## config.mk

```make
export PLATFORM = sky130hd
export DESIGN_NAME = pcg_top
export DESIGN_NICKNAME = d
export VERILOG_FILES = /design/src/shared/pcg_pkg.sv /design/src/pcg_clk_enable.sv /design/src/pcg_power_policy.sv /design/src/pcg_top.sv
export VERILOG_INCLUDE_DIRS = /design/src /design/src/shared
export SDC_FILE = /design/constraint.sdc
export NUM_CORES = 1
export LEC_CHECK = 0
export ABC_CLOCK_PERIOD_IN_PS = 1700
export CAP_MARGIN = 15
export CORE_MARGIN = 5
export CORE_UTILIZATION = 55
export CTS_CLUSTER_SIZE = 20
export DETAILED_ROUTE_END_ITERATION = 8
export DONT_BUFFER_PORTS = 1
export GPL_TIMING_DRIVEN = 1
export PLACE_DENSITY = 0.74
export SLEW_MARGIN = 0
export SYNTH_ARGS = -nofsm -noshare
export SYNTH_HDL_FRONTEND = slang
export SYNTH_SLANG_ARGS = --single-unit
export TNS_END_PERCENT = 1
```

## constraint.sdc

```tcl
create_clock -name pclk -period 1.7 [get_ports pclk]
set_input_delay 0.34 -clock pclk [delete_from_list [all_inputs] [get_ports pclk]]
set_output_delay 0.34 -clock pclk [all_outputs]
set_load 0.02 [all_outputs]
```

## src/shared/pcg_map.svh

```systemverilog
`ifndef PCG_MAP_SVH
`define PCG_MAP_SVH
// ----------------------------------------------------------------
// Register offsets (byte addresses)
// ----------------------------------------------------------------
`define PCG_OFF_GATE 12'h000
`define PCG_OFF_SYSCTL 12'h004
`define PCG_OFF_SLEEP 12'h008
`define PCG_OFF_ANALOG 12'h00C
`define PCG_OFF_INDIS_A 12'h010
`define PCG_OFF_INDIS_B 12'h014
`define PCG_OFF_WAKE 12'h018
`define PCG_OFF_STATUS 12'h01C
`define PCG_NUM_REGS 8
// ----------------------------------------------------------------
// Fields and reset values
// ----------------------------------------------------------------
`define PCG_GATE_MASK 8'h1F
`define PCG_GATE_RST 8'h00
`define PCG_SYSCTL_TPD 0
`define PCG_ANA_CONV 0
`define PCG_ANA_CMP_DIS 1
`define PCG_ANA_CMP_REF 2
`define PCG_ANA_CMP_MUX 3
`define PCG_ANA_RST 4'h0
`define PCG_MODE_RST 3'h0
`define PCG_BYTE_RST 8'h00
// ----------------------------------------------------------------
// Sleep mode codes and fuse codes
// ----------------------------------------------------------------
`define PCG_MODE_IDLE 3'h0
`define PCG_MODE_NOISE 3'h1
`define PCG_MODE_PDOWN 3'h2
`define PCG_MODE_PSAVE 3'h3
`define PCG_MODE_STANDBY 3'h6
`define PCG_BOD_OFF 3'h7
`endif

```

## src/shared/pcg_pkg.sv

```systemverilog
`include "pcg_map.svh"
package pcg_pkg;
  // ----------------------------------------------------------------
  // Power state of the device
  // ----------------------------------------------------------------
  typedef enum logic [5:0] {
    st_active = 6'h01,
    st_idle = 6'h02,
    st_noise = 6'h04,
    st_pdown = 6'h08,
    st_psave = 6'h10,
    st_standby = 6'h20
  } pcg_state_t;

  // Same bit order as the gating register
  typedef struct packed {
    logic display;
    logic timer16;
    logic serial_periph;
    logic async_serial;
    logic converter;
  } pcg_gate_t;

  typedef struct packed {
    logic comparator_off;
    logic inbuf_sleep_off;
    logic main_osc_run;
    logic jtag_en;
    logic bod_en;
    logic vref_on;
  } pcg_policy_t;
endpackage

```

## src/pcg_clk_enable.sv

```systemverilog
`timescale 1ns/1ps
`default_nettype none
module pcg_clk_enable (
  // Power state and gating bits
  input wire pcg_pkg::pcg_state_t state,
  input wire pcg_pkg::pcg_gate_t gate,
  // Clock enables per peripheral
  output pcg_pkg::pcg_gate_t clk_en
);
  import pcg_pkg::*;

  logic io_run;
  logic adc_run;
  logic lcd_run;
  logic [4:0] run;
  logic [4:0] gate_v;
  logic [4:0] en_v;

  // Domains still clocked in each state
  assign io_run = (state == st_active) | (state == st_idle);
  assign adc_run = io_run | (state == st_noise);
  assign lcd_run = adc_run | (state == st_psave);
  assign run = {lcd_run, io_run, io_run, io_run, adc_run};
  assign gate_v = gate;

  genvar i;
  generate
    for (i = 0; i < 5; i++) begin : g_en
      // RULE14: gating acts on running clocks
      // RULE8: no reset on ungating, state resumes
      assign en_v[i] = run[i] & ~gate_v[i];
    end
  endgenerate

  assign clk_en = pcg_gate_t'(en_v);
endmodule // pcg_clk_enable
`default_nettype wire

```

## src/pcg_power_policy.sv

```systemverilog
`timescale 1ns/1ps
`default_nettype none
`include "pcg_map.svh"
module pcg_power_policy (
  // State and configuration
  input wire pcg_pkg::pcg_state_t state,
  input wire logic comparator_disable,
  input wire logic comparator_use_ref,
  input wire logic converter_enable,
  input wire logic test_port_disable,
  // Fuses
  input wire logic debug_enable_fuse,
  input wire logic test_port_enable_fuse,
  input wire logic [2:0] brownout_level_fuses,
  // Derived controls
  output pcg_pkg::pcg_policy_t pol
);
  import pcg_pkg::*;

  logic light;
  logic deep_dbg;

  assign light = (state == st_active) | (state == st_idle) |
                 (state == st_noise);
  assign deep_dbg = (state == st_pdown) | (state == st_psave);

  always_comb begin
    // RULE19: fuse and disable bit both gate the port
    pol.jtag_en = test_port_enable_fuse & ~test_port_disable;
    // RULE22: brown-out enable ignores sleep state
    pol.bod_en = brownout_level_fuses != `PCG_BOD_OFF;
    // RULE16: auto-off in deep sleep unless on reference
    pol.comparator_off = comparator_disable |
                         (~light & ~comparator_use_ref);
    // RULE17: both io and converter clocks stopped
    pol.inbuf_sleep_off = ~light;
    // RULE18: debug keeps main oscillator alive
    pol.main_osc_run = light | (state == st_standby) |
                       (deep_dbg & debug_enable_fuse & pol.jtag_en);
    // RULE21: reference on while any user is on
    pol.vref_on = pol.bod_en | converter_enable |
                  (~pol.comparator_off & comparator_use_ref);
  end
endmodule // pcg_power_policy
`default_nettype wire

```

## src/pcg_top.sv

```systemverilog
// Added by the designer: the APB register port and the register addresses.
`timescale 1ns/1ps
`default_nettype none
`include "pcg_map.svh"
// Contract
// RULE1: gating register bits 7..5 always read back zero.
// RULE2: display gate bit stops the display controller clock.
// RULE3: timer gate bit stops the 16-bit timer; it resumes unchanged.
// RULE4: serial peripheral gate bit stops that module's clock.
// RULE5: async serial gate bit stops that module's clock.
// RULE6: converter gate bit stops the converter's clocked logic.
// RULE7: gated peripheral is frozen, its registers inaccessible.
// RULE8: clearing a gate bit resumes the module in its old state.
// RULE9: software disables a peripheral before gating it.
// RULE10: software disables and discharges the display before gating.
// RULE11: software disables the converter before gating it.
// RULE12: comparator cannot use converter mux while converter gated.
// RULE13: software reinitialises serial modules after ungating.
// RULE14: gating only matters in active and idle states; code also gates display in noise and power-save, converter in noise.
// RULE15: enable survives sleep; first conversion after turn-on is extended.
// RULE16: comparator auto-off in deep sleep unless using reference.
// RULE17: inputs off when io and converter clocks stop, except wake pins.
// RULE18: debug fuse keeps main clock in power-down and power-save; the code also requires the test port to be enabled.
// RULE19: disable bit or unprogrammed fuse turns the test port off.
// RULE20: test data out undriven unless port enabled and shifting.
// RULE21: reference on only while brown-out, comparator or converter need it.
// RULE22: fuse-enabled brown-out detector stays on in all sleep modes.
// RULE23: sleep codes: idle 000, noise reduction 001, power-down 010.
// RULE24: all gate bits zero after reset.
// RULE25: writes to gated peripheral dropped, reads return zero.
module pcg_top (
  // Clock and reset
  input wire logic pclk,
  input wire logic presetn,
  // APB slave
  input wire logic psel,
  input wire logic penable,
  input wire logic pwrite,
  input wire logic [11:0] paddr,
  input wire logic [31:0] pwdata,
  output logic [31:0] prdata,
  output logic pready,
  output logic pslverr,
  // Core and fuses
  input wire logic cpu_sleeping,
  input wire logic debug_enable_fuse,
  input wire logic test_port_enable_fuse,
  input wire logic [2:0] brownout_level_fuses,
  // Test port
  input wire logic tap_shifting,
  input wire logic tap_tdo_data,
  output logic tdo_o,
  output logic tdo_oe,
  // Peripheral register access
  input wire pcg_pkg::pcg_gate_t io_sel,
  input wire logic io_wr,
  input wire logic io_rd,
  input wire logic [7:0] io_rdata_in,
  output pcg_pkg::pcg_gate_t io_wr_ok,
  output logic [7:0] io_rdata,
  // Converter
  input wire logic conv_start,
  output logic converter_enable,
  output logic extended_conv,
  // Clock and analog controls
  output pcg_pkg::pcg_gate_t periph_clk_en,
  output logic comparator_off,
  output logic comparator_mux_ok,
  output logic [7:0] input_off_a,
  output logic [7:0] input_off_b,
  output logic main_osc_run,
  output logic vref_on,
  output logic bod_en,
  output logic jtag_en
);
  import pcg_pkg::*;

  // ----------------------------------------------------------------
  // Registers and state
  // ----------------------------------------------------------------
  logic [7:0] gate_r;
  logic test_port_disable_r;
  logic [2:0] sleep_mode_select_r;
  logic [3:0] analog_r;
  logic [7:0] input_disable_a_r;
  logic [7:0] input_disable_b_r;
  logic [7:0] wake_mask_r;
  logic conv_en_prev_r;
  pcg_state_t state_r;
  pcg_state_t state_nxt;
  pcg_gate_t gate_s;
  pcg_gate_t clk_en_s;
  pcg_policy_t pol_s;
  logic [7:0] sel;
  logic [7:0] wsel;
  logic [31:0] rd_mux;
  logic conv_rise;

  function automatic logic [7:0] reg_dec(input logic [11:0] a);
    logic [7:0] s;
    s = 8'h00;
    s[0] = a == `PCG_OFF_GATE;
    s[1] = a == `PCG_OFF_SYSCTL;
    s[2] = a == `PCG_OFF_SLEEP;
    s[3] = a == `PCG_OFF_ANALOG;
    s[4] = a == `PCG_OFF_INDIS_A;
    s[5] = a == `PCG_OFF_INDIS_B;
    s[6] = a == `PCG_OFF_WAKE;
    s[7] = a == `PCG_OFF_STATUS;
    return s;
  endfunction

  assign gate_s = pcg_gate_t'(gate_r[4:0]);
  assign sel = reg_dec(paddr);
  // Write lands on the edge that samples pready high
  assign wsel = sel & {8{psel & penable & pready & pwrite}};
  assign conv_rise = analog_r[`PCG_ANA_CONV] & ~conv_en_prev_r;

  // ----------------------------------------------------------------
  // APB slave, one wait state
  // ----------------------------------------------------------------
  always_ff @(posedge pclk or negedge presetn) begin
    if (!presetn) begin
      pready <= 1'b0;
      prdata <= 32'h0000_0000;
      pslverr <= 1'b0;
    end else if (psel && penable && !pready) begin
      pready <= 1'b1;
      prdata <= pwrite ? 32'h0000_0000 : rd_mux;
      pslverr <= ~|sel;
    end else begin
      pready <= 1'b0;
      prdata <= 32'h0000_0000;
      pslverr <= 1'b0;
    end
  end

  always_comb begin
    rd_mux = 32'h0000_0000;
    // RULE1: reserved gate bits masked on read
    if (sel[0]) rd_mux[7:0] = gate_r & `PCG_GATE_MASK;
    if (sel[1]) rd_mux[`PCG_SYSCTL_TPD] = test_port_disable_r;
    if (sel[2]) rd_mux[2:0] = sleep_mode_select_r;
    if (sel[3]) rd_mux[3:0] = analog_r;
    if (sel[4]) rd_mux[7:0] = input_disable_a_r;
    if (sel[5]) rd_mux[7:0] = input_disable_b_r;
    if (sel[6]) rd_mux[7:0] = wake_mask_r;
    if (sel[7]) rd_mux[11:0] = {extended_conv, comparator_off,
      main_osc_run, bod_en, vref_on, jtag_en, 1'b0, periph_clk_en};
  end

  // ----------------------------------------------------------------
  // Software registers
  // ----------------------------------------------------------------
  always_ff @(posedge pclk or negedge presetn) begin
    if (!presetn) begin
      // RULE24: every peripheral clocked after reset
      gate_r <= `PCG_GATE_RST;
    end else if (wsel[0]) begin
      gate_r <= pwdata[7:0] & `PCG_GATE_MASK;
    end
  end

  always_ff @(posedge pclk or negedge presetn) begin
    if (!presetn) begin
      test_port_disable_r <= 1'b0;
      sleep_mode_select_r <= `PCG_MODE_RST;
      analog_r <= `PCG_ANA_RST;
    end else begin
      if (wsel[1]) test_port_disable_r <= pwdata[`PCG_SYSCTL_TPD];
      if (wsel[2]) sleep_mode_select_r <= pwdata[2:0];
      if (wsel[3]) analog_r <= pwdata[3:0];
    end
  end

  always_ff @(posedge pclk or negedge presetn) begin
    if (!presetn) begin
      input_disable_a_r <= `PCG_BYTE_RST;
      input_disable_b_r <= `PCG_BYTE_RST;
      wake_mask_r <= `PCG_BYTE_RST;
    end else begin
      if (wsel[4]) input_disable_a_r <= pwdata[7:0];
      if (wsel[5]) input_disable_b_r <= pwdata[7:0];
      if (wsel[6]) wake_mask_r <= pwdata[7:0];
    end
  end

  // ----------------------------------------------------------------
  // Power state
  // ----------------------------------------------------------------
  always_comb begin
    state_nxt = st_active;
    if (cpu_sleeping) begin
      // RULE23: sleep mode encoding
      unique case (sleep_mode_select_r)
        `PCG_MODE_IDLE: state_nxt = st_idle;
        `PCG_MODE_NOISE: state_nxt = st_noise;
        `PCG_MODE_PDOWN: state_nxt = st_pdown;
        `PCG_MODE_PSAVE: state_nxt = st_psave;
        `PCG_MODE_STANDBY: state_nxt = st_standby;
        // Reserved codes fall back to the deepest mode
        default: state_nxt = st_pdown;
      endcase
    end
  end

  always_ff @(posedge pclk or negedge presetn) begin
    if (!presetn) begin
      state_r <= st_active;
    end else begin
      state_r <= state_nxt;
    end
  end

  pcg_clk_enable u_clk_enable (
    .state(state_r),
    .gate(gate_s),
    .clk_en(clk_en_s)
  );

  pcg_power_policy u_power_policy (
    .state(state_r),
    .comparator_disable(analog_r[`PCG_ANA_CMP_DIS]),
    .comparator_use_ref(analog_r[`PCG_ANA_CMP_REF]),
    .converter_enable(analog_r[`PCG_ANA_CONV]),
    .test_port_disable(test_port_disable_r),
    .debug_enable_fuse(debug_enable_fuse),
    .test_port_enable_fuse(test_port_enable_fuse),
    .brownout_level_fuses(brownout_level_fuses),
    .pol(pol_s)
  );

  // ----------------------------------------------------------------
  // Clock enables and analog controls
  // ----------------------------------------------------------------
  always_ff @(posedge pclk or negedge presetn) begin
    if (!presetn) begin
      periph_clk_en <= pcg_gate_t'(5'h1F);
    end else begin
      // RULE2: display / RULE3: timer / RULE4: serial periph
      // RULE5: async serial / RULE6: converter
      periph_clk_en <= clk_en_s;
    end
  end

  always_ff @(posedge pclk or negedge presetn) begin
    if (!presetn) begin
      comparator_off <= 1'b0;
      comparator_mux_ok <= 1'b0;
      main_osc_run <= 1'b1;
      vref_on <= 1'b0;
      bod_en <= 1'b0;
      jtag_en <= 1'b0;
      input_off_a <= 8'h00;
      input_off_b <= 8'h00;
    end else begin
      comparator_off <= pol_s.comparator_off;
      // RULE12: mux unusable with converter gated
      comparator_mux_ok <= analog_r[`PCG_ANA_CMP_MUX] & ~gate_s.converter;
      main_osc_run <= pol_s.main_osc_run;
      vref_on <= pol_s.vref_on;
      bod_en <= pol_s.bod_en;
      jtag_en <= pol_s.jtag_en;
      // RULE17: wake pins keep their buffers
      input_off_a <= input_disable_a_r |
                     ({8{pol_s.inbuf_sleep_off}} & ~wake_mask_r);
      input_off_b <= input_disable_b_r |
                     ({8{pol_s.inbuf_sleep_off}} & ~wake_mask_r);
    end
  end

  // ----------------------------------------------------------------
  // Test data out and peripheral access filter
  // ----------------------------------------------------------------
  always_ff @(posedge pclk or negedge presetn) begin
    if (!presetn) begin
      tdo_o <= 1'b0;
      tdo_oe <= 1'b0;
    end else begin
      // RULE20: released unless shifting
      tdo_oe <= pol_s.jtag_en & tap_shifting;
      tdo_o <= tap_tdo_data;
    end
  end

  always_ff @(posedge pclk or negedge presetn) begin
    if (!presetn) begin
      io_wr_ok <= pcg_gate_t'(5'h00);
      io_rdata <= 8'h00;
    end else begin
      // RULE7: frozen module not reachable
      // RULE25: dropped writes, zero reads
      io_wr_ok <= pcg_gate_t'(io_sel & ~gate_s & {5{io_wr}});
      io_rdata <= (io_rd && |(io_sel & ~gate_s)) ? io_rdata_in : 8'h00;
    end
  end

  // ----------------------------------------------------------------
  // Converter enable and extended conversion
  // ----------------------------------------------------------------
  always_ff @(posedge pclk or negedge presetn) begin
    if (!presetn) begin
      converter_enable <= 1'b0;
      conv_en_prev_r <= 1'b0;
      extended_conv <= 1'b1;
    end else begin
      // RULE15: enable not touched by sleep
      converter_enable <= analog_r[`PCG_ANA_CONV];
      conv_en_prev_r <= analog_r[`PCG_ANA_CONV];
      // RULE15: set wins over the clearing start
      if (conv_rise) extended_conv <= 1'b1;
      else if (conv_start) extended_conv <= 1'b0;
    end
  end
endmodule // pcg_top
`default_nettype wire

```

==> key figures, run 1 <==
Critical path
  • CP max FO: 8
  • Slowest stage delay, CP: 0.37 ns
  • CP Capture Type: flop
  • CP bufs+invs: 1
  • Critical path type: reg2reg
  • Req. time, crit path: between 1.5 and 2 ns
  • Reg2Reg Capture Point: wake_mask_r[0]
  • Critical Path Stages: 5
  • R2R setup slack: -0.005 ns
  • Reg2reg path depth: 5
  • Slowest stage cell on the critical path: or3b_1
  • Worst r2r src: pready
  • Startpoint types: flop
  • Cell family with most CP delay: simple AND/OR/NAND/NOR gates
  • Crit path DAT: between 1.5 and 2 ns
  • Critical path, cell by cell: and4_1 -> and4_4 -> or3b_1 -> buf_6 -> mux2_4

Layout
  • Nets@finish: about 430
  • Area grow syn2layout: 8.22%
  • # diodes: 0
  • Post-Layout Inst Area: 0.00466 sq mm
  • Layout cells sized above 1: ~28%
  • Fillers: between 600 and 700

STA
  • Fin Setup TNS: -0.00638 ns
  • Post-route setup slack: -0.00482 ns
  • Min cycle time layout: 1.70 ns
  • Fin crit share: 100%
  • F_max: 0.587 GHz
  • Final hold vios: around 100
  • RSZ-0062 raised after global routing: true
  • Final slew viol count: 0
  • WHS: -0.334 ns
  • Post-route clock skew: around 0.012 ns
  • Final setup viols: 3

Global routing
  • Largest net degree at the start of global routing: slightly above 100
  • Initial antenna violation count: 0
  • Number of global-route vias before repair: 2,719
  • First-pass GRT wire length: about 15,000 um
  • Gr ovfl total: 0
  • Tot GR Track Use: around a fifth

Pwr
  • Max VDD drop: ~0.00044 V
  • LEAKAGE: 0.00227 uW
  • PD cells: roughly 900 mW/mm^2

Route
  • Drt via density: around 5.7
  • DR pass1 iterations: 6
  • Total number of vias: 2,660
  • Number of DRC markers in iteration 0: 131
  • Avg WL per Cell: roughly 19 um
  • Routed wire length: between 9000 and 10,000 um
  • Drt drc: 0
  • Post-route ant nets: 0

Floorplanning
  • Initial Util: between 50% and 60%
  • Die Height: 98.5 um
  • Die ar.: just under 0.01 sq mm
  • Core ar.: slightly below 0.008 sq mm
  • Die Span X: approximately 99 um
  • Row Count: 32
  • Io pins: around 150

CTS
  • Num CTS Buffers: 9
  • # clock sinks: roughly 100
  • Setup bufs post-CTS: 0
  • Clk slew on worst S/H paths: approximately 0.090 ns
  • CTS tree: done
  • CTS max path bufs: 2
  • H-tree depth: 3
  • Worst skew pair latency: ~0.36 ns
  • Root buffer cell: clkbuf_8
  • Hold_buf cts: 1

Worst hold path
  • Hold Crit Class: in2async

Yosys
  • Synth cell types: 47
  • Ys Warns: 0
  • Ys flop type: dfrtp_1
  • Async S/R FF share, synth: 100%
  • Area leader, netlist: dfrtp_1
  • Yosys top cell area share: 54.0%
  • Seq/Total Area, Yosys: between 50% and 60%
  • Synth top cells by count: dfrtp_1, mux2_2, nor2_1, buf_4, or2_2
  • EDFF count, synth: 0
  • Syn Inst Count: around 340
  • Yosys reg bits: around 100
  • Avg Cell Area, Syn: 12.6 sq um
  • Mapped cell area: between 0.004 and 0.005 sq mm
  • Top cells by area, synth: dfrtp_1, mux2_2, dfstp_2
  • Most common cell in the netlist: dfrtp_1

Place
  • Pre-CTS setup slack: -0.182 ns
  • Dpl hpwl: around 6600 um
  • Port bufs: 0
  • DP Area: 0.00445 sq mm
  • Placer's final routability congestion estimate: 0.792

Outcome
  • Failing checks: negative hold slack, negative setup slack
  • Status: finished, violations left

Flow run
  • Total of max-cap violations: 0
## state kept, by name (all words and copies together) (netlist names), 3 cells and up
signal	count
prdata	12
input_disable_a_r	8
input_disable_b_r	8
input_off_a	8
input_off_b	8
io_rdata	8
wake_mask_r	8
state_r	6
gate_r	5
io_wr_ok	5
periph_clk_en	5
analog_r	4
sleep_mode_select_r	3
## area by class of cell
| type | count | area, sq um | area share, % |
|---|---|---|---|
| multi-input combinational | 219 | 1610 | 34.6 |
| tap | 102 | 128 | 2.74 |
| timing repair buffer | 20 | 169 | 3.62 |
| clock buffer | 12 | 145 | 3.11 |
| sequential | 101 | 2540 | 54.4 |
| inverter | 10 | 37.5 | 0.805 |
| clock inverter | 4 | 33.8 | 0.725 |
## through the flow
step	cells	power [uW]	utilization, %
after floorplan	362	2850	-
after global placement	451	2860	57.9
after detailed placement	451	2860	57.9
after CTS	468	4240	60.5
after global routing	468	4380	60.6
final	468	4200	60.6
## cells in the final DEF, fill, tap and decap left out, types with 4 or more instances in the layout
cell and instances:
nor3_1 11, nor3b_1 5, xor2_1 4, nor2b_1 8, nand3_1 7, conb_1 20, mux2_4 8, nor2_1 25
inv_1 10, dfrtp_1 93, mux2_2 30, mux2i_1 11, o21ai_0 5, and2_1 14, o22ai_1 4, nand2_1 9
dfstp_2 8, clkbuf_8 10, or2_2 16, buf_4 17
## repair_timing
item | in CTS | in global routing
setup endpoints to repair | 9 | 17
pin swaps | 1 | 0
resized for setup | 3 | 4
hold endpoints to repair | 102 | 101
## where the power goes
part / internal [uW] / switching (uW) / total [uW]
Sequential: 2480 / 125 / 2610
Combinational: 93.5 / 116 / 209
Clock: 582 / 800 / 1380
## cells by family (layout without fill, tap and decap cells)
| family | count (synthesis) | count (layout) | share of synthesized area (%) |
|---|---|---|---|
| AO/OA/AOI/OAI | 26 | 26 | 4.24 |
| flip-flops | 101 | 101 | 58.9 |
| other | 1 | 20 | 0.0870 |
| adder cells (fa/ha/maj) | 1 | 1 | 0.232 |
| XOR/XNOR | 5 | 5 | 1.02 |
| buffers and inverters | 42 | 46 | 5.72 |
| multiplexers | 52 | 52 | 14.8 |
| AND/OR/NAND/NOR | 115 | 115 | 15.0 |
## per-layer routing
metal	up-vias	part of all wire [%]	global-route usage (%)
met5	-	0	0
met4	0	2.2	8.40
met3	14	9.6	6.72
met2	123	48	29.9
met1	1346	40	25.4
li1	1177	-	-
## how the worst max path moves through the flow
stage | startpoint | end
final | pready | wake_mask_r[0]
after CTS | pready | wake_mask_r[0]
after floorplan | paddr[9] | wake_mask_r[0]
after global placement | paddr[9] | wake_mask_r[2]
after global routing | pready | wake_mask_r[6]
after detailed placement | paddr[9] | wake_mask_r[5]
Note: power is estimated with default switching activity, not from simulation.
==> run 2: changes to the inputs <==
--- a/config.mk
+++ b/config.mk
@@ -9,12 +9,12 @@
 export ABC_CLOCK_PERIOD_IN_PS = 1700
 export CAP_MARGIN = 15
 export CORE_MARGIN = 5
-export CORE_UTILIZATION = 55
+export CORE_UTILIZATION = 40
 export CTS_CLUSTER_SIZE = 20
 export DETAILED_ROUTE_END_ITERATION = 8
 export DONT_BUFFER_PORTS = 1
 export GPL_TIMING_DRIVEN = 1
-export PLACE_DENSITY = 0.74
+export PLACE_DENSITY = 0.57
 export SLEW_MARGIN = 0
 export SYNTH_ARGS = -nofsm -noshare
 export SYNTH_HDL_FRONTEND = slang
==> run 2 against run 1 <==
Against the previous run:
- the flow still finishes with violations (negative hold slack, negative setup slack)
- register-to-register slack barely moved
- final cell count grew 7.1%
- first-iteration DRC count rose by 33%
- global-route usage shrank 3.5 points
- clock power up 20%
- sequential cell count did not move
- sequential power barely moved
- via count fell by 2.9%
- critical path type unchanged
- highest routed layer unchanged
==> key figures, run 2 (same netlist as run 1, synthesis figures left out) <==
Outcome
  • Status: finished, violations left
  • Failing checks: negative hold slack, negative setup slack

Route
  • DR pass1 iterations: 4
  • Drt drc: 0
  • Number of DRC markers in iteration 0: 174
  • Avg WL per Cell: roughly 20 um
  • Post-route ant nets: 0
  • Routed wire length: between 10,000 and 15,000 um
  • Drt via density: slightly above 5
  • Total number of vias: roughly 2.6k

Pwr
  • Sw Ratio: 24.0%
  • PD cells: approximately 940 mW/mm^2
  • Internal power: around 3400 uW
  • LEAKAGE: roughly 0.0023 uW
  • Switching power total: approximately 1100 uW
  • Max VDD drop: roughly 0.00041 V
  • Seq pwr share: 58.2%
  • Comb pwr share: 4.7%
  • Clk pwr share: 37.1%
  • Total power draw: 4480 uW

STA
  • Final slew viol count: 0
  • Post-route clock skew: 0.0152 ns
  • Final hold vios: 101
  • Fin crit share: 101%
  • F_max: between 0.5 and 0.6 GHz
  • RSZ-0062 raised after global routing: true
  • Post-route setup slack: -0.0110 ns
  • Final setup viols: 5
  • Min cycle time layout: about 1.7 ns
  • Fin Setup TNS: -0.0270 ns
  • WHS: -0.346 ns

Floorplanning
  • Die ar.: 0.0129 sq mm
  • Io pins: 151
  • Die Span X: approximately 110 um
  • Core ar.: roughly 0.010 sq mm
  • Row Count: 37
  • Initial Util: 41.4%
  • Die Height: approximately 110 um

CTS
  • H-tree depth: 3
  • Num CTS Buffers: 9
  • Root buffer cell: clkbuf_8
  • CTS tree: done
  • Hold_buf cts: 1
  • Worst skew pair latency: 0.38 ns
  • # clock sinks: between 100 and 150
  • Clk slew on worst S/H paths: 0.10 ns
  • CTS max path bufs: 2

Layout
  • Layout cells sized above 1: between 20% and 30%
  • Fillers: 974
  • Area of the multi-input gates: around 0.0016 sq mm
  • # diodes: 0
  • Area occupied by registers: around 0.0025 sq mm
  • Fin util: ~46%
  • Area grow syn2layout: 10.3%
  • Nets@finish: 433
  • Most frequent cells in the layout: dfrtp_1, mux2_2, nor2_1
  • Largest Register: prdata
  • Commonest non-fill, non-tap cell in the layout: dfrtp_1
  • Number of flip-flops under the largest register name: 12
  • Non-filler cells in the finished layout: 501

Global routing
  • Gr ovfl total: 0
  • Tot GR Track Use: 16.0%
  • First-pass GRT wire length: around 16,000 um
  • Initial antenna violation count: 0
  • Largest net degree at the start of global routing: between 100 and 150
  • Number of global-route vias before repair: about 2.8k

Critical path
  • CP Capture Type: flop
  • Slowest stage cell on the critical path: or3b_4
  • CP max FO: 5
  • Critical path, cell by cell: and4_1 -> and4_4 -> or3b_4 -> buf_6 -> mux2_4
  • Req. time, crit path: between 1.5 and 2 ns
  • Critical path type: reg2reg
  • CP bufs+invs: 1
  • Cell family with most CP delay: simple AND/OR/NAND/NOR gates
  • Crit path DAT: approximately 2.0 ns
  • Slowest stage delay, CP: about 0.4 ns
  • Startpoint types: flop

Worst hold path
  • Hold Crit Class: in2async

Flow run
  • Total of max-cap violations: 0

Place
  • Placed cell count: slightly below 500
  • Dpl hpwl: 7070 um
  • Placer's final routability congestion estimate: 0.791
  • Port bufs: 0
## run 2: area by class of cell
| cell class | instances | area share [%] |
|---|---|---|
| timing repair buffer | 19 | 3.47 |
| tap | 136 | 3.58 |
| clock inverter | 4 | 1.58 |
| multi-input combinational | 219 | 34.4 |
| sequential | 101 | 53.4 |
| inverter | 10 | 0.790 |
| clock buffer | 12 | 2.84 |
## run 2: through the flow
stage | hold WS (ns) | worst slack (ns) | instance area [sq um]
finish | -0.346 | -0.0110 | 4750
floorplan | 0.0444 | -0.181 | 4380
CTS | -0.374 | -0.0146 | 4730
global route | -0.374 | -0.0679 | 4750
detailed placement | 0.0482 | -0.171 | 4490
global placement | 0.0499 | -0.163 | 4490
## run 2: final timing paths
kind	from	to	slack, ns	cells past startpoint
worst max-delay path	pready	wake_mask_r[6]	-0.01	5
max in group asynchronous	presetn	extended_conv	1.79	0
min in group pclk	conv_start	extended_conv	0.03	1
worst max register to register	pready	wake_mask_r[6]	-0.01	5
worst min-delay path	presetn	input_disable_b_r[1]	-0.35	0
worst min register to register	state_r[3]	periph_clk_en[4]	0.47	1
## run 2: power by group through the flow
stage | registers [uW] | logic (uW) | clock network [uW]
3_5_place_dp | 2660 | 204 | 0
2_1_floorplan | 2640 | 208 | 0
5_1_grt | 2620 | 233 | 1790
6_report | 2610 | 210 | 1660
4_1_cts | 2610 | 209 | 1710
3_3_place_gp | 2660 | 202 | 0
## run 2: metal layers
metal	part of all wire (%)	GRT usage, %	routed length (um)	vias up
li1	-	-	-	1178
met1	40	19.4	3970	1287
met2	49	25.4	4910	94
met3	7.7	5.20	769	24
met4	3.6	8.71	364	0
met5	0	0	0	-
## run 2: timing repair
action / 4_1_cts / 5_1_grt
buffers inserted: 0 / 0
resized for setup: 7 / 5
hold endpoints to repair: 102 / 101
setup endpoints to repair: 10 / 17
pin swaps: 0 / 1
## run 2: worst reg2reg max path, cell delays in order (launching register included)
cell and delay (ns):
dfrtp_1 0.36, and4_1 0.18, and4_4 0.23, or3b_4 0.40, buf_6 0.15, mux2_4 0.29
==> run 3: changes to the inputs <==
==> constraint.sdc (replaced) <==
create_clock -name pclk -period 1.7 [get_ports pclk]
set_input_delay 0.34 -clock pclk [delete_from_list [all_inputs] [get_ports pclk]]
set_output_delay 0.34 -clock pclk [all_outputs]
set_load 0.1 [all_outputs]
==> run 3 against run 2 <==
Against the previous run:
- the run still ends with negative hold slack, negative setup slack left
- global-route usage shrank 0.86 points
- clock skew down 0.00053 ns
- maximum frequency down 5.6%
- utilization rose by 4.0 points
- critical endpoint is now wake_mask_r[2]
- highest routed layer unchanged
==> key figures, run 3 (same netlist as run 1, synthesis figures left out) <==
CTS
  • Clk slew on worst S/H paths: around 0.1 ns
  • Setup bufs post-CTS: 0
  • Num CTS Buffers: 9
  • Root buffer cell: clkbuf_8
  • CTS tree: done
  • # clock sinks: about 100
  • CTS max path bufs: 2
  • H-tree depth: 3
  • Hold_buf cts: 1
  • Worst skew pair latency: 0.37 ns

Layout
  • Nets@finish: a little under 500
  • Commonest non-fill, non-tap cell in the layout: dfrtp_1
  • # diodes: 0
  • Fin util: roughly 50%
  • Non-filler cells in the finished layout: between 500 and 600
  • Layout cells sized above 1: between 30 and 40%
  • Number of flip-flops under the largest register name: 12
  • Area grow syn2layout: 20.1%
  • Most frequent cells in the layout: dfrtp_1, buf_4, mux2_2
  • Largest Register: prdata

Critical path
  • Slowest stage cell on the critical path: dfrtp_4
  • Crit path DAT: 2.07 ns
  • CP max FO: 3
  • Slowest stage delay, CP: around 0.42 ns
  • CP Capture Type: flop
  • Startpoint types: flop
  • Req. time, crit path: between 1.5 and 2 ns
  • Critical path, cell by cell: and4_1 -> and4_4 -> or3b_4 -> buf_4 -> mux2_4
  • Critical path type: reg2reg

Global routing
  • First-pass GRT wire length: 15,100 um
  • Number of global-route vias before repair: between 2k and 3k
  • Tot GR Track Use: 15.2%
  • Gr ovfl total: 0
  • Largest net degree at the start of global routing: between 100 and 150
  • Initial antenna violation count: 0

Place
  • Placer's final routability congestion estimate: just under 0.8
  • Dpl hpwl: between 7000 and 8000 um
  • Pre-CTS setup slack: -0.208 ns
  • Placed cell count: approximately 540
  • Port bufs: 0

Pwr
  • Max VDD drop: roughly 0.00043 V
  • LEAKAGE: ~0.0026 uW
  • PD cells: between 900 and 1000 mW/mm^2

Route
  • Routed wire length: ~9800 um
  • Number of DRC markers in iteration 0: around 170
  • Drt drc: 0
  • Avg WL per Cell: between 15 and 20 um
  • Total number of vias: 2,787
  • Drt via density: 4.98
  • Post-route ant nets: 0
  • DR pass1 iterations: 4

STA
  • Final setup viols: 16
  • Final slew viol count: 0
  • Measured slew at the worst slew-check pin: ~0.53 ns
  • Final hold vios: ~100
  • F_max: 0.552 GHz
  • Post-route setup slack: -0.112 ns
  • Relative slew slack: approximately 64%
  • Min cycle time layout: roughly 1.8 ns
  • Fin Setup TNS: -0.903 ns
  • Post-route clock skew: roughly 0.015 ns
  • WHS: -0.338 ns
  • Fin crit share: 107%
  • RSZ-0062 raised after global routing: true

Flow run
  • Total of max-cap violations: 0

Floorplanning
  • Row Count: 37
  • Core ar.: 0.0104 sq mm
  • Die Span X: 114 um
  • Initial Util: 41.4%
  • Die ar.: around 0.013 sq mm
  • Die Height: approximately 110 um
  • Io pins: 151

Outcome
  • Status: finished, violations left
  • Failing checks: negative hold slack, negative setup slack

Worst hold path
  • Hold Crit Class: in2async
## run 3: cell types whose count changed in the layout (fill, tap and decap cells not counted), sizes merged
cell      previous run  this run
buf                 18        77
inv                 10        14
clkbuf              12         9
bufinv               2         0
clkinv               0         2
clkinvlp             2         1
## run 3: critical path, delay by kind of cell, from the launching register on
| kind | cells | cell delay (ns) |
|---|---|---|
| buffers and inverters | 1 | 0.16 |
| flip-flops | 1 | 0.42 |
| multiplexers | 1 | 0.29 |
| AND/OR/NAND/NOR | 3 | 0.83 |
## run 3: path summary, 6_finish.rpt
path	slack, ns	cells after the start	from	endpoint
max	-0.11	5	pready	wake_mask_r[2]
min	-0.34	0	presetn	input_off_b[1]
min in group pclk	0.03	1	conv_start	extended_conv
min reg2reg	0.48	1	state_r[3]	periph_clk_en[4]
max reg2reg	-0.11	5	pready	wake_mask_r[2]
max in group asynchronous	1.77	0	presetn	periph_clk_en[2]
## run 3: final cells by class
type	instances	area (sq um)
clock inverter	7	56.3
multi-input combinational	219	1630
sequential	101	2540
timing repair buffer	78	612
clock buffer	9	124
fill	938	5240
tap	136	170
inverter	10	37.5
## run 3: layer usage
metal | global-route usage, % | vias up | routed length (um)
li1 | - | 1300 | -
met1 | 19.5 | 1376 | 3930
met2 | 25.1 | 101 | 4890
met3 | 3.82 | 10 | 842
met4 | 4.99 | 0 | 120
met5 | 0 | - | 0
## run 3: metrics by stage
stage          cell area, sq um  total power [uW]
4_1_cts                    5160              4970
5_1_grt                    5170              5100
3_3_place_gp               4930              3540
6_report                   5170              4930
2_1_floorplan              4380              3430
3_5_place_dp               4930              3540
## run 3: what timing repair did
| item | 4_1_cts | 5_1_grt |
|---|---|---|
| resized for setup | 11 | 5 |
| endpoints found under the hold margin | 102 | 101 |
| endpoints found under the setup margin | 34 | 36 |
| pin swaps | 0 | 0 |
## run 3: report_power, final
part           leakage (uW)  internal, uW  total (uW)  switching (uW)
clock             0.0000910           554        1440             882
combinational       0.00116           171         942             771
sequential          0.00132          2480        2550            66.2
total               0.00257          3210        4930            1720
